===== config.mk =====
export PLATFORM = sky130hd
export DESIGN_NAME = fsps_seq
export DESIGN_NICKNAME = d
export VERILOG_FILES = /design/src/hw/fsps_pkg.sv /design/src/hw/fsps_seq.sv /design/src/hw/fsps_sync.sv /design/src/hw/fsps_page_buf.sv
export SDC_FILE = /design/constraint.sdc
export NUM_CORES = 2
export LEC_CHECK = 0
export ABC_CLOCK_PERIOD_IN_PS = 43900
export BUFFER_PORTS_ARGS = -buffer_cell sky130_fd_sc_hd__buf_4
export CAP_MARGIN = 15
export CELL_PAD_IN_SITES_DETAIL_PLACEMENT = 0
export CELL_PAD_IN_SITES_GLOBAL_PLACEMENT = 2
export CORE_UTILIZATION = 42
export DETAILED_ROUTE_END_ITERATION = 12
export PLACE_DENSITY_LB_ADDON = 0.1
export SETUP_SLACK_MARGIN = 0.5
export SKIP_LAST_GASP = 1
export SYNTH_ARGS = -nofsm -noshare
export SYNTH_HDL_FRONTEND = slang
export SYNTH_SLANG_ARGS = --single-unit
export TNS_END_PERCENT = 20

===== constraint.sdc =====
create_clock -name mclk -period 43.9 [get_ports mclk]
set_clock_uncertainty 0.15 [all_clocks]
set_input_delay 10.975 -clock mclk [delete_from_list [all_inputs] [get_ports mclk]]
set_output_delay 10.975 -clock mclk [all_outputs]
set_load 0.02 [all_outputs]

===== src/hw/fsps_pkg.sv =====
// Purpose: Shared constants and types of the flash self-program sequencer
// Assumes: One clock (mclk), control register bit layout fixed
// Notes:   Lock and fuse inputs are raw cell states, 1 means programmed
`default_nettype none
package fsps_pkg;
  // ************************************************************
  // Control/status register layout
  // ************************************************************
  localparam int          CSR_BIT_IE   = 7;
  localparam int          CSR_BIT_RWWB = 6;
  localparam int          CSR_BIT_REEN = 4;
  localparam int          CSR_BIT_LOCK = 3;
  localparam int          CSR_BIT_PGWR = 2;
  localparam int          CSR_BIT_PGER = 1;
  localparam int          CSR_BIT_EN   = 0;
  localparam logic [4:0]  CMD_RESET    = 5'h00;
  localparam logic [4:0]  CMD_LOAD     = 5'h01;
  localparam logic [4:0]  CMD_ERASE    = 5'h03;
  localparam logic [4:0]  CMD_WRITE    = 5'h05;
  localparam logic [4:0]  CMD_LOCK     = 5'h09;
  localparam logic [4:0]  CMD_REEN     = 5'h11;
  // ************************************************************
  // Timed sequence windows, in mclk cycles
  // ************************************************************
  localparam logic [2:0]  SPM_WINDOW   = 3'h4;
  localparam logic [2:0]  LPM_WINDOW   = 3'h3;
  // ************************************************************
  // Pointer fields and read selectors
  // ************************************************************
  localparam int          PAGE_LSB     = 7;
  localparam int          PAGE_W       = 8;
  localparam int          WORD_LSB     = 1;
  localparam int          WORD_W       = 6;
  localparam logic [7:0]  NO_READ_WHILE_WRITE_SECTION_FIRST_PAGE = 8'he0;
  localparam logic [15:0] ZPTR_FUSE_LOW  = 16'h0000;
  localparam logic [15:0] ZPTR_LOCK      = 16'h0001;
  localparam logic [15:0] ZPTR_FUSE_EXT  = 16'h0002;
  localparam logic [15:0] ZPTR_FUSE_HIGH = 16'h0003;
  localparam logic [1:0]  LOCK_RD_TOP    = 2'h3;
  localparam logic [4:0]  EXT_RD_TOP     = 5'h1f;
  // ************************************************************
  // Page buffer
  // ************************************************************
  localparam int          BUF_WORDS    = 64;
  localparam logic [15:0] BUF_ERASED   = 16'hffff;
  // ************************************************************
  // Programming time, counted on the RC oscillator
  // ************************************************************
  localparam int          PROG_MIN_US  = 3700;
  localparam int          PROG_MAX_US  = 4500;
  localparam int          PROG_TGT_US  = (PROG_MIN_US + PROG_MAX_US) / 2;
  localparam int          RC_KHZ       = 8000;
  localparam int          PROG_TICKS_DFLT = PROG_TGT_US * RC_KHZ / 1000;
  // ************************************************************
  // Types
  // ************************************************************
  typedef enum logic [2:0] {
    ST_IDLE = 3'b001,
    ST_PROG = 3'b010,
    ST_DONE = 3'b100
  } fsps_state_t;
  typedef enum logic [1:0] {
    OP_ERASE = 2'h0,
    OP_WRITE = 2'h1,
    OP_LOCK  = 2'h2
  } fsps_op_t;
endpackage
`default_nettype wire


===== src/hw/fsps_seq.sv =====
// Purpose: Flash self-program sequencer: erase, load, write, lock, fuse read
// Assumes: CPU strobes spmExec/lpmExec for one cycle per instruction
// Notes:   rst is power-on; sysRst is the CPU system reset and spares a running op
`default_nettype none
module fsps_seq
  import fsps_pkg::*;
#(
  parameter int PROG_TICKS = PROG_TICKS_DFLT,
  parameter int TICK_W     = 16
)(
  input  wire logic        mclk,
  input  wire logic        rst,
  input  wire logic        sysRst,
  input  wire logic        ctrlWrEn,
  input  wire logic [7:0]  ctrlWrData,
  output logic      [7:0]  ctrlRdData,
  input  wire logic        spmExec,
  input  wire logic        lpmExec,
  input  wire logic [15:0] zPtr,
  input  wire logic [7:0]  dataLow,
  input  wire logic [7:0]  dataHigh,
  input  wire logic        globalIntEn,
  input  wire logic        eepromWriteBusy,
  input  wire logic        rcOscClk,
  input  wire logic [5:0]  lockProg,
  input  wire logic [7:0]  fuseLowProg,
  input  wire logic [7:0]  fuseHighProg,
  input  wire logic [2:0]  fuseExtProg,
  input  wire logic [5:0]  flashWordIdx,
  output logic      [15:0] flashWordData,
  output logic             flashOpStart,
  output logic      [1:0]  flashOpKind,
  output logic      [7:0]  flashPageAddr,
  output logic             flashOpActive,
  output logic      [5:0]  lockProgMask,
  output logic             readRwwBlocked,
  output logic             cpuHalt,
  output logic             spmReadyIrq,
  output logic             readOverValid,
  output logic      [7:0]  readOverData
);
  // ************************************************************
  // State
  // ************************************************************
  logic              intEn_ff;
  logic              rwwBusy_ff;
  logic [4:0]        cmd_ff;
  logic [2:0]        armCnt_ff;
  logic              eePrev_ff;
  fsps_state_t       state_ff;
  fsps_op_t          kind_ff;
  logic [PAGE_W-1:0] page_ff;
  logic [5:0]        mask_ff;
  logic              start_ff;
  logic [TICK_W-1:0] progCnt_ff;
  logic              rdValid_ff;
  logic [7:0]        rdData_ff;
  logic              nxt_intEn;
  logic              nxt_rwwBusy;
  logic [4:0]        nxt_cmd;
  logic [2:0]        nxt_armCnt;
  fsps_state_t       nxt_state;
  fsps_op_t          nxt_kind;
  logic [PAGE_W-1:0] nxt_page;
  logic [5:0]        nxt_mask;
  logic              nxt_start;
  logic [TICK_W-1:0] nxt_progCnt;
  logic              nxt_rdValid;
  logic [7:0]        nxt_rdData;
  logic              rcTick;
  logic              armed;
  logic              spmGo;
  logic              lpmGo;
  logic              cmdErase;
  logic              cmdWrite;
  logic              cmdLock;
  logic              cmdLoad;
  logic              cmdReen;
  logic              csrWr;
  logic              bufWr;
  logic              bufClr;
  logic              eeRise;
  logic              rwwOp;

  // ************************************************************
  // RC oscillator tick
  // ************************************************************
  fsps_sync u_rcSync (
    .mclk    (mclk),
    .rst     (rst),
    .asyncIn (rcOscClk),
    .level   (),
    .rise    (rcTick)
  );

  // ************************************************************
  // Command decode
  // ************************************************************
  // EEPROM busy gates
  assign armed    = cmd_ff[CSR_BIT_EN] && armCnt_ff != 3'h0 && !eepromWriteBusy && state_ff == ST_IDLE;
  assign spmGo    = spmExec && armed && !sysRst;
  assign lpmGo    = lpmExec && armed && !sysRst && cmd_ff == CMD_LOCK && armCnt_ff > (SPM_WINDOW - LPM_WINDOW);
  assign cmdErase = spmGo && cmd_ff == CMD_ERASE;
  assign cmdWrite = spmGo && cmd_ff == CMD_WRITE;
  assign cmdLock  = spmGo && cmd_ff == CMD_LOCK;
  assign cmdLoad  = spmGo && cmd_ff == CMD_LOAD;
  assign cmdReen  = spmGo && cmd_ff == CMD_REEN;
  // Command bits frozen while an op runs so the enable bit tracks it
  assign csrWr    = ctrlWrEn && !eepromWriteBusy && state_ff == ST_IDLE && !sysRst;
  assign eeRise   = eepromWriteBusy && !eePrev_ff;
  assign rwwOp    = state_ff != ST_IDLE && kind_ff != OP_LOCK;

  // ************************************************************
  // Page buffer
  // ************************************************************
  // Word write at word field
  assign bufWr  = cmdLoad;
  assign bufClr = cmdReen || sysRst || eeRise || (state_ff == ST_DONE && kind_ff == OP_WRITE);

  fsps_page_buf u_buf (
    .mclk   (mclk),
    .rst    (rst),
    .clr    (bufClr),
    .wrEn   (bufWr),
    .wrIdx  (zPtr[WORD_LSB +: WORD_W]),
    .wrData ({dataHigh, dataLow}),
    .rdIdx  (flashWordIdx),
    .rdData (flashWordData)
  );

  // ************************************************************
  // Control/status register
  // ************************************************************
  always_comb begin
    nxt_intEn   = intEn_ff;
    nxt_rwwBusy = rwwBusy_ff;
    nxt_cmd     = cmd_ff;
    nxt_armCnt  = armCnt_ff;
    if (armCnt_ff != 3'h0) begin
      nxt_armCnt = armCnt_ff - 3'h1;
    end
    if (armCnt_ff == 3'h1 && state_ff == ST_IDLE) begin
      nxt_cmd = CMD_RESET;
    end
    if (spmGo || lpmGo) begin
      nxt_armCnt = 3'h0;
      if (!(cmdErase || cmdWrite || cmdLock)) begin
        nxt_cmd = CMD_RESET;
      end
    end
    if (cmdErase || cmdWrite) begin
      nxt_rwwBusy = 1'b1;
    end
    if (cmdReen) begin
      nxt_rwwBusy = 1'b0;
    end
    if (state_ff == ST_DONE) begin
      nxt_cmd = CMD_RESET;
    end
    if (ctrlWrEn) begin
      nxt_intEn = ctrlWrData[CSR_BIT_IE];
    end
    if (csrWr) begin
      nxt_cmd    = ctrlWrData[CSR_BIT_REEN:CSR_BIT_EN];
      nxt_armCnt = ctrlWrData[CSR_BIT_EN] ? SPM_WINDOW : 3'h0;
    end
    if (sysRst) begin
      nxt_intEn   = 1'b0;
      nxt_cmd     = CMD_RESET;
      nxt_armCnt  = 3'h0;
      nxt_rwwBusy = rwwBusy_ff && rwwOp;
    end
  end

  always_ff @(posedge mclk or posedge rst) begin
    if (rst) begin
      intEn_ff   <= 1'b0;
      rwwBusy_ff <= 1'b0;
      cmd_ff     <= CMD_RESET;
      armCnt_ff  <= 3'h0;
      eePrev_ff  <= 1'b0;
    end else begin
      intEn_ff   <= nxt_intEn;
      rwwBusy_ff <= nxt_rwwBusy;
      cmd_ff     <= nxt_cmd;
      armCnt_ff  <= nxt_armCnt;
      eePrev_ff  <= eepromWriteBusy;
    end
  end

  // ************************************************************
  // Operation sequencer and fuse/lock reads
  // ************************************************************
  always_comb begin
    nxt_state   = state_ff;
    nxt_kind    = kind_ff;
    nxt_page    = page_ff;
    nxt_mask    = mask_ff;
    nxt_start   = 1'b0;
    nxt_progCnt = progCnt_ff;
    nxt_rdValid = 1'b0;
    nxt_rdData  = rdData_ff;
    case (state_ff)
      ST_IDLE: begin
        if (cmdErase || cmdWrite || cmdLock) begin
          nxt_state   = ST_PROG;
          nxt_start   = 1'b1;
          nxt_progCnt = '0;
          nxt_kind    = cmdErase ? OP_ERASE : (cmdWrite ? OP_WRITE : OP_LOCK);
        end
        if (cmdErase || cmdWrite) begin
          nxt_page = zPtr[PAGE_LSB +: PAGE_W];
        end
        if (cmdLock) begin
          nxt_mask = ~dataLow[5:0];
        end
      end
      ST_PROG: begin
        if (rcTick) begin
          if (progCnt_ff == TICK_W'(PROG_TICKS - 1)) begin
            nxt_state = ST_DONE;
          end else begin
            nxt_progCnt = progCnt_ff + 1'b1;
          end
        end
      end
      ST_DONE: begin
        nxt_state = ST_IDLE;
      end
      default: begin
        nxt_state = ST_IDLE;
      end
    endcase
    if (lpmGo) begin
      nxt_rdValid = 1'b1;
      if (zPtr == ZPTR_LOCK) begin
        nxt_rdData = {LOCK_RD_TOP, ~lockProg};
      end else if (zPtr == ZPTR_FUSE_LOW) begin
        nxt_rdData = ~fuseLowProg;
      end else if (zPtr == ZPTR_FUSE_HIGH) begin
        nxt_rdData = ~fuseHighProg;
      end else if (zPtr == ZPTR_FUSE_EXT) begin
        nxt_rdData = {EXT_RD_TOP, ~fuseExtProg};
      end else begin
        nxt_rdValid = 1'b0;
      end
    end
  end

  always_ff @(posedge mclk or posedge rst) begin
    if (rst) begin
      state_ff   <= ST_IDLE;
      kind_ff    <= OP_ERASE;
      page_ff    <= '0;
      mask_ff    <= 6'h00;
      start_ff   <= 1'b0;
      progCnt_ff <= '0;
      rdValid_ff <= 1'b0;
      rdData_ff  <= 8'h00;
    end else begin
      state_ff   <= nxt_state;
      kind_ff    <= nxt_kind;
      page_ff    <= nxt_page;
      mask_ff    <= nxt_mask;
      start_ff   <= nxt_start;
      progCnt_ff <= nxt_progCnt;
      rdValid_ff <= nxt_rdValid;
      rdData_ff  <= nxt_rdData;
    end
  end

  // ************************************************************
  // Outputs
  // ************************************************************
  assign ctrlRdData     = {intEn_ff, rwwBusy_ff, 1'b0, cmd_ff};
  assign flashOpStart   = start_ff;
  assign flashOpKind    = kind_ff;
  assign flashPageAddr  = page_ff;
  assign flashOpActive  = state_ff == ST_PROG;
  assign lockProgMask   = mask_ff;
  assign readRwwBlocked = rwwOp;
  assign cpuHalt        = rwwOp && page_ff >= NO_READ_WHILE_WRITE_SECTION_FIRST_PAGE;
  assign spmReadyIrq    = intEn_ff && globalIntEn && !cmd_ff[CSR_BIT_EN];
  assign readOverValid  = rdValid_ff;
  assign readOverData   = rdData_ff;
endmodule
`default_nettype wire


===== src/hw/fsps_sync.sv =====
// Purpose: Three-stage synchroniser with agreement filter and rise pulse
// Assumes: asyncIn is slower than mclk / 4
// Notes:   Stage one feeds stage two only
`default_nettype none
module fsps_sync
  import fsps_pkg::*;
(
  input  wire logic mclk,
  input  wire logic rst,
  input  wire logic asyncIn,
  output logic      level,
  output logic      rise
);
  logic s1_ff;
  logic s2_ff;
  logic s3_ff;
  logic stable_ff;
  logic rise_ff;
  logic nxt_stable;
  logic nxt_rise;

  // ************************************************************
  // Accept a change once stages two and three agree
  // ************************************************************
  always_comb begin
    nxt_stable = (s2_ff == s3_ff) ? s2_ff : stable_ff;
    nxt_rise   = nxt_stable & ~stable_ff;
  end

  always_ff @(posedge mclk or posedge rst) begin
    if (rst) begin
      s1_ff     <= 1'b0;
      s2_ff     <= 1'b0;
      s3_ff     <= 1'b0;
      stable_ff <= 1'b0;
      rise_ff   <= 1'b0;
    end else begin
      s1_ff     <= asyncIn;
      s2_ff     <= s1_ff;
      s3_ff     <= s2_ff;
      stable_ff <= nxt_stable;
      rise_ff   <= nxt_rise;
    end
  end

  assign level = stable_ff;
  assign rise  = rise_ff;
endmodule
`default_nettype wire


===== src/hw/fsps_page_buf.sv =====
// Purpose: Temporary page buffer, one word per entry, flip-flop storage
// Assumes: Clear and write never needed in the same cycle; clear wins
// Notes:   Cleared entries read as erased flash
`default_nettype none
module fsps_page_buf
  import fsps_pkg::*;
#(
  parameter int WORDS = BUF_WORDS,
  parameter int IDX_W = WORD_W
)(
  input  wire logic             mclk,
  input  wire logic             rst,
  input  wire logic             clr,
  input  wire logic             wrEn,
  input  wire logic [IDX_W-1:0] wrIdx,
  input  wire logic [15:0]      wrData,
  input  wire logic [IDX_W-1:0] rdIdx,
  output logic      [15:0]      rdData
);
  logic [15:0] mem_ff [WORDS];
  logic [15:0] nxt_mem [WORDS];

  // ************************************************************
  // Per-entry update
  // ************************************************************
  for (genvar i = 0; i < WORDS; i++) begin : g_word
    always_comb begin
      nxt_mem[i] = mem_ff[i];
      if (clr) begin
        nxt_mem[i] = BUF_ERASED;
      end else if (wrEn && wrIdx == IDX_W'(i)) begin
        nxt_mem[i] = wrData;
      end
    end

    always_ff @(posedge mclk or posedge rst) begin
      if (rst) begin
        mem_ff[i] <= BUF_ERASED;
      end else begin
        mem_ff[i] <= nxt_mem[i];
      end
    end
  end

  assign rdData = mem_ff[rdIdx];
endmodule
`default_nettype wire


* After elaboration in Yosys (flattened, before gate mapping)
Cells that the tools add are included.
** Operators by class
- $add $sub $neg :: 2
- $lt $le $gt $ge :: 3
- Equality and inequality tests :: 84
- Muxes and demuxes :: 169
- Bitwise logic cells :: 8
- Reduce and logical (&&, ||, !) cells :: 177
** Operators by type and width (count)
- two-way mux 16 bit :: 133
- equality test 6 bit (second input constant) :: 32
- nonzero test 2 bit :: 66
- binary-select mux 16 bit (select 6 bit) :: 1
- equality test 6 x 5 -> 1 bit (second input constant) :: 16
- logical AND 1 bit :: 89
- equality test 6 x 4 -> 1 bit (second input constant) :: 8
- equality test 16 x 2 -> 1 bit (second input constant) :: 2
- two-way mux 8 bit :: 4
- case mux 16 bit (2 select lines) :: 1
- two-way mux 5 bit :: 6
- equality test 6 x 3 -> 1 bit (second input constant) :: 4
- two-way mux 3 bit :: 8
- adder 16 x 1 -> 16 bit (second input constant) :: 1
- equality test 16 x 1 -> 1 bit (second input constant) :: 1
- equality test 16 bit (second input constant) :: 1
- logical NOT 16 bit :: 1
- NOT 8 bit :: 2
- two-way mux 1 bit :: 13
- equality test 6 x 2 -> 1 bit (second input constant) :: 2
- NOT 6 bit :: 2
- >= comparator 8 bit (second input constant) :: 1
- AND reduction 2 bit :: 4
- nonzero test 4 bit :: 2
- 29 further kinds :: 43
** Storage, ports and cells
- Register bits after elaboration :: 1085
- Input port bits :: 80
- Output and inout port bits :: 54
- Logic and storage cells :: 525

* Logic depth before layout (Yosys ltp)
- Depth in word-level cells :: 14
- Mapped depth :: 12
- Gate-level depth less buffers :: 8

* Cells and area by module
Synthesis repeated with hierarchy kept, for this count alone.
** Second synthesis, totals
- Cell total of the unflattened synthesis :: 5241
- Area total of the unflattened synthesis :: 55734.7 µm²
** Modules (own cells, without submodules)
- fsps_page_buf :: times used 1, cells each 4958, area an instance 52710.6 µm², sequential area each 26905.8 µm²
- fsps_seq :: times used 1, cells each 275, area an instance 2874.0 µm², sequential area each 1402.6 µm²
- fsps_sync :: times used 1, cells each 8, area an instance 150.1 µm², sequential area each 125.1 µm²

* Least setup slack after synthesis
No wires, ideal clock.
- Path type :: input to output
- Start point :: input port flashWordIdx[1]
- End point :: output port flashWordData[3]
- Data arrival time :: 13647 ps
- Required time :: 32775 ps
- Path slack :: 19128 ps
- Stages on the path :: 9
- Path buffers :: 5
- Path through :: buf_1 buf_1 clkbuf_1 buf_2 buf_1 a21oi_1 a21oi_1 nor3_1 a211oi_1
** On the way
- Cells in the longest elaborated chain, start to end :: 4
** RTL lines
- from (decl) :: RTL line fsps_seq.sv:29 : input wire logic [5:0] flashWordIdx,
- NOT 6 -> 7 bit (not written as such) :: RTL line fsps_page_buf.sv:45 : assign rdData = mem_ff[rdIdx];
- binary-select mux 16 bit (select 6 bit) :: RTL line fsps_page_buf.sv:45
- two-way mux 16 bit (not written as such) (2 in a row) :: RTL line fsps_page_buf.sv:45
- to (decl) :: RTL line fsps_seq.sv:30 : output logic [15:0] flashWordData,
No other way between the ends. The select of a mux whose other input is x is not followed.

* Final worst setup path
- Start point :: input port flashWordIdx[2]
- End point :: output port flashWordData[1]
Same word-level chain as after synthesis.

==> results.txt <==
----------------------------------------------------
[Hold path]
  Hold/Removal Path Class ... reg -> reg
  Hold Path Cell Cnt ... 0

[Die]
  Die extent in y ... 362 um
  Number of placement rows ... 131
  Die width ... 362 um
  Core Box Area ... 128000 um^2
  Initial Util ... 0.425
  Number of placed I/O pins ... 134
  Area of the die ... 131000 um^2

[Placed design]
  Count of placed standard cells including taps ... 6705
  Number of buffers added on ports ... 130
  Dpl hpwl ... 106000 um
  Place WS ... 17.28 ns
  Final weighted congestion of routability-driven global placement ... 0.812

[Run]
  Max_cap viols ... 0

[Worst setup path]
  Largest fanout on the critical path ... 75
  Crit start category ... primary input
  Worst setup path category ... in -> out
  Worst path required time ... 32.78 ns
  Worst reg-to-reg path cell count ... 11
  Endpoint class of the critical path ... output pin
  Critical path arrival ... 15.54 ns

[CTS]
  Sinks on Clock Net ... 1085
  H-tree depth ... 4
  Clock tree buffer depth ... 3
  Hold Buf Count CTS ... 0
  Clock-pin slew of the registers on the worst-case setup and hold paths ... 0.06 ns
  Clock tree root buffer cell ... sky130_fd_sc_hd__clkbuf_16
  Clock tree from TritonCTS ... built
  Clock network latency to the later pin of the worst-skew pair ... 0.77 ns
  TritonCTS Buffers ... 132
  Count of instances resized after the clock tree is built ... 0
  Setup bufs post-CTS ... 0

[STA]
  Headroom to the max-slew limit ... 0.107
  RSZ-0062 raised after global routing ... false
  Final setup violation count ... 0
  Setup TNS ... 0 ns
  Max Fclk ... 37.5 MHz
  Worst-margin pin slew ... 1.33 ns
  Post-Route Hold Slack ... 0.211 ns
  Crit path setup slack, layout ... 17.23 ns
  Share of the clock period used by the worst path after layout ... 0.607
  Final worst path period need ... 26.67 ns
  Final Hold Vio Count ... 0
  Max-slew violations ... 0

[Yosys]
  EDFF count, synth ... 0
  Mean instance size in the synthesized netlist ... 10.1 um^2
  Top post-synthesis cells by area ... sky130_fd_sc_hd__dfstp_2 (50%), sky130_fd_sc_hd__mux4_2 (10%), sky130_fd_sc_hd__nand2_1 (9.4%), sky130_fd_sc_hd__o211ai_1 (7.1%), sky130_fd_sc_hd__nand3_1 (5.0%)
  Synth Area in XOR/XNOR ... 0.00145
  Adder and majority cell fraction of the synthesized area ... 0.00111
  Compound-Gate Fraction of Synth Area ... 0.148
  Top cells by count, synth ... sky130_fd_sc_hd__nand2_1 (1356), sky130_fd_sc_hd__dfstp_2 (1025), sky130_fd_sc_hd__nand3_1 (546), sky130_fd_sc_hd__o21ai_0 (538), sky130_fd_sc_hd__o211ai_1 (512)
  Library cell with the largest summed area after synthesis ... sky130_fd_sc_hd__dfstp_2
  Warning count from the yosys run ... 0
  Count of unique library cells instantiated by Yosys ... 58
  Post-synthesis instance area ... 54300 um^2
  Primary FF master, synth ... sky130_fd_sc_hd__dfstp_2
  Post-synthesis simple-gate area fraction ... 0.169
  Multiplexer area fraction after synthesis ... 0.113
  Number of nets produced by synthesis ... 5444
  Post-synthesis cell count ... 5360
  Largest family of logic cells by synthesized area ... simple AND/OR/NAND/NOR gates
  Async set-or-reset flop fraction in the synthesized netlist ... 1.00
  Most common cell in the synthesized netlist ... sky130_fd_sc_hd__nand2_1
  Portion of synthesized cell area occupied by the leading cell type ... 0.496
  Count of state elements after synthesis ... 1085
  Seq/Total Area, Yosys ... 0.524

[Global routing]
  Initial antenna violation count ... 6
  Global-route wire length before repair ... 283000 um
  Number of global-route vias before repair ... 42300
  Total congestion overflow after global routing ... 0
  Overall routing resource usage ... 0.288
  Pin count of the biggest net entering global routing ... 230

[Cells and area]
  Util after Layout ... 0.477
  Fraction of layout cells with a size suffix above 1 ... 0.344
  Layout overhead on the synthesized area ... 12.2%
  Total of fill cells in the finished design ... 11900
  Nets@finish ... 5264
  Non-filler instance count after layout ... 6941

[Route]
  Average detailed-routed wire length per instance ... 27.1 um
  Post-route antenna net violation count ... 0
  Drt total wl ... 188000 um
  DRC violation total after the first TritonRoute iteration ... 3685
  Drt pass-1 iters ... 6
  Number of vias per cell ... 6.09
  Total number of vias ... 42300
  DRC errors left ... 0

[Power]
  Highest ir drop seen on vdd ... 0.0000294 V
  Reported leakage power ... 23.0 nW
  Cell area power density ... 38.0 nW/um^2

[Status]
  Outcome ... complete, no violations

----------------------------------------------------
## power breakdown
| part | leakage, nW | internal [W] | total (W) | switching, W |
|---|---|---|---|---|
| combinational | 9.28 | 0.0000441 | 0.000182 | 0.000138 |
| sequential | 11.5 | 0.00101 | 0.00102 | 0.00000512 |
| clock | 2.18 | 0.000677 | 0.00112 | 0.000442 |
| total | 23.0 | 0.00173 | 0.00232 | 0.000585 |
## cells in the final DEF (no fill, tap or decap), drive strengths merged, types with 60 or more instances in the layout
| master | synthesis | routed |
|---|---|---|
| nand2 | 1356 | 1356 |
| dfstp | 1025 | 1025 |
| nand3 | 546 | 546 |
| clkbuf | 454 | 203 |
| o21ai | 538 | 538 |
| a22oi | 64 | 64 |
| mux4 | 245 | 245 |
| o211ai | 512 | 512 |
| dfrtp | 60 | 60 |
| buf | 116 | 256 |
## worst paths after layout
path / start / end / slack [ns]
worst max register to register: armCnt_ff[0] / u_buf.mem_ff[667] / 37.87
max in group asynchronous: rst / u_buf.mem_ff[582] / 30.45
worst min-delay path: u_rcSync.s1_ff / u_rcSync.s2_ff / 0.21
worst max-delay path: flashWordIdx[2] / flashWordData[1] / 17.23
worst min register to register: u_rcSync.s1_ff / u_rcSync.s2_ff / 0.21
min in group asynchronous: rst / u_buf.mem_ff[381] / 10.57
## final cells by class
class,count,area [um^2],area share
Antenna cell,4,10.0,0.000164
Clock buffer,203,4080,0.0670
Clock inverter,26,319,0.00524
Inverter,18,75.1,0.00123
Multi-Input combinational cell,3687,23900,0.392
Sequential cell,1085,28400,0.467
Tap cell,1662,2080,0.0341
Timing Repair Buffer,256,2070,0.0341
## state kept, by name (all words and copies together) (netlist names), 2 cells and up
register	count
u_buf.mem_ff	1024
cmd_ff	5
readOverData	8
lockProgMask	6
armCnt_ff	3
progCnt_ff	16
flashPageAddr	8
state_ff	3
flashOpKind	2
## worst max-delay path, cell delays in order
cell and delay (ns):
sky130_fd_sc_hd__buf_8 0.50, sky130_fd_sc_hd__buf_4 0.86, sky130_fd_sc_hd__buf_4 0.89, sky130_fd_sc_hd__mux4_2 0.40, sky130_fd_sc_hd__o22ai_1 0.09, sky130_fd_sc_hd__nor2_1 0.36, sky130_fd_sc_hd__o22ai_1 0.28, sky130_fd_sc_hd__a221oi_1 0.71
sky130_fd_sc_hd__buf_4 0.27
## metrics by stage
stage | total power, W | area (um^2)
finish | 0.00232 | 60900
global route | 0.00239 | 60900
CTS | 0.00234 | 60900
detailed placement | 0.00121 | 56500
global placement | 0.00121 | 56400
floorplan | 0.00113 | 54300
## cells by family (layout without fill, tap and decap cells)
| logic type | Yosys count | count (layout) |
|---|---|---|
| other | 1 | 5 |
| multiplexers | 302 | 302 |
| buffers and inverters | 588 | 503 |
| AO/OA/AOI/OAI | 1266 | 1266 |
| XOR/XNOR | 9 | 9 |
| adder cells (fa/ha/maj) | 5 | 5 |
| AND/OR/NAND/NOR | 2104 | 2104 |
| flip-flops | 1085 | 1085 |
## routing by layer
metal  routed length, um  vias to the layer above  global-route usage
li1                    -                    19000                   -
met1               84300                    21900               0.403
met2               89700                     1168               0.468
met3                9870                      234              0.0411
met4                4230                        4              0.0795
met5                  22                        -                   0
Power figures use the tool's default switching activity.
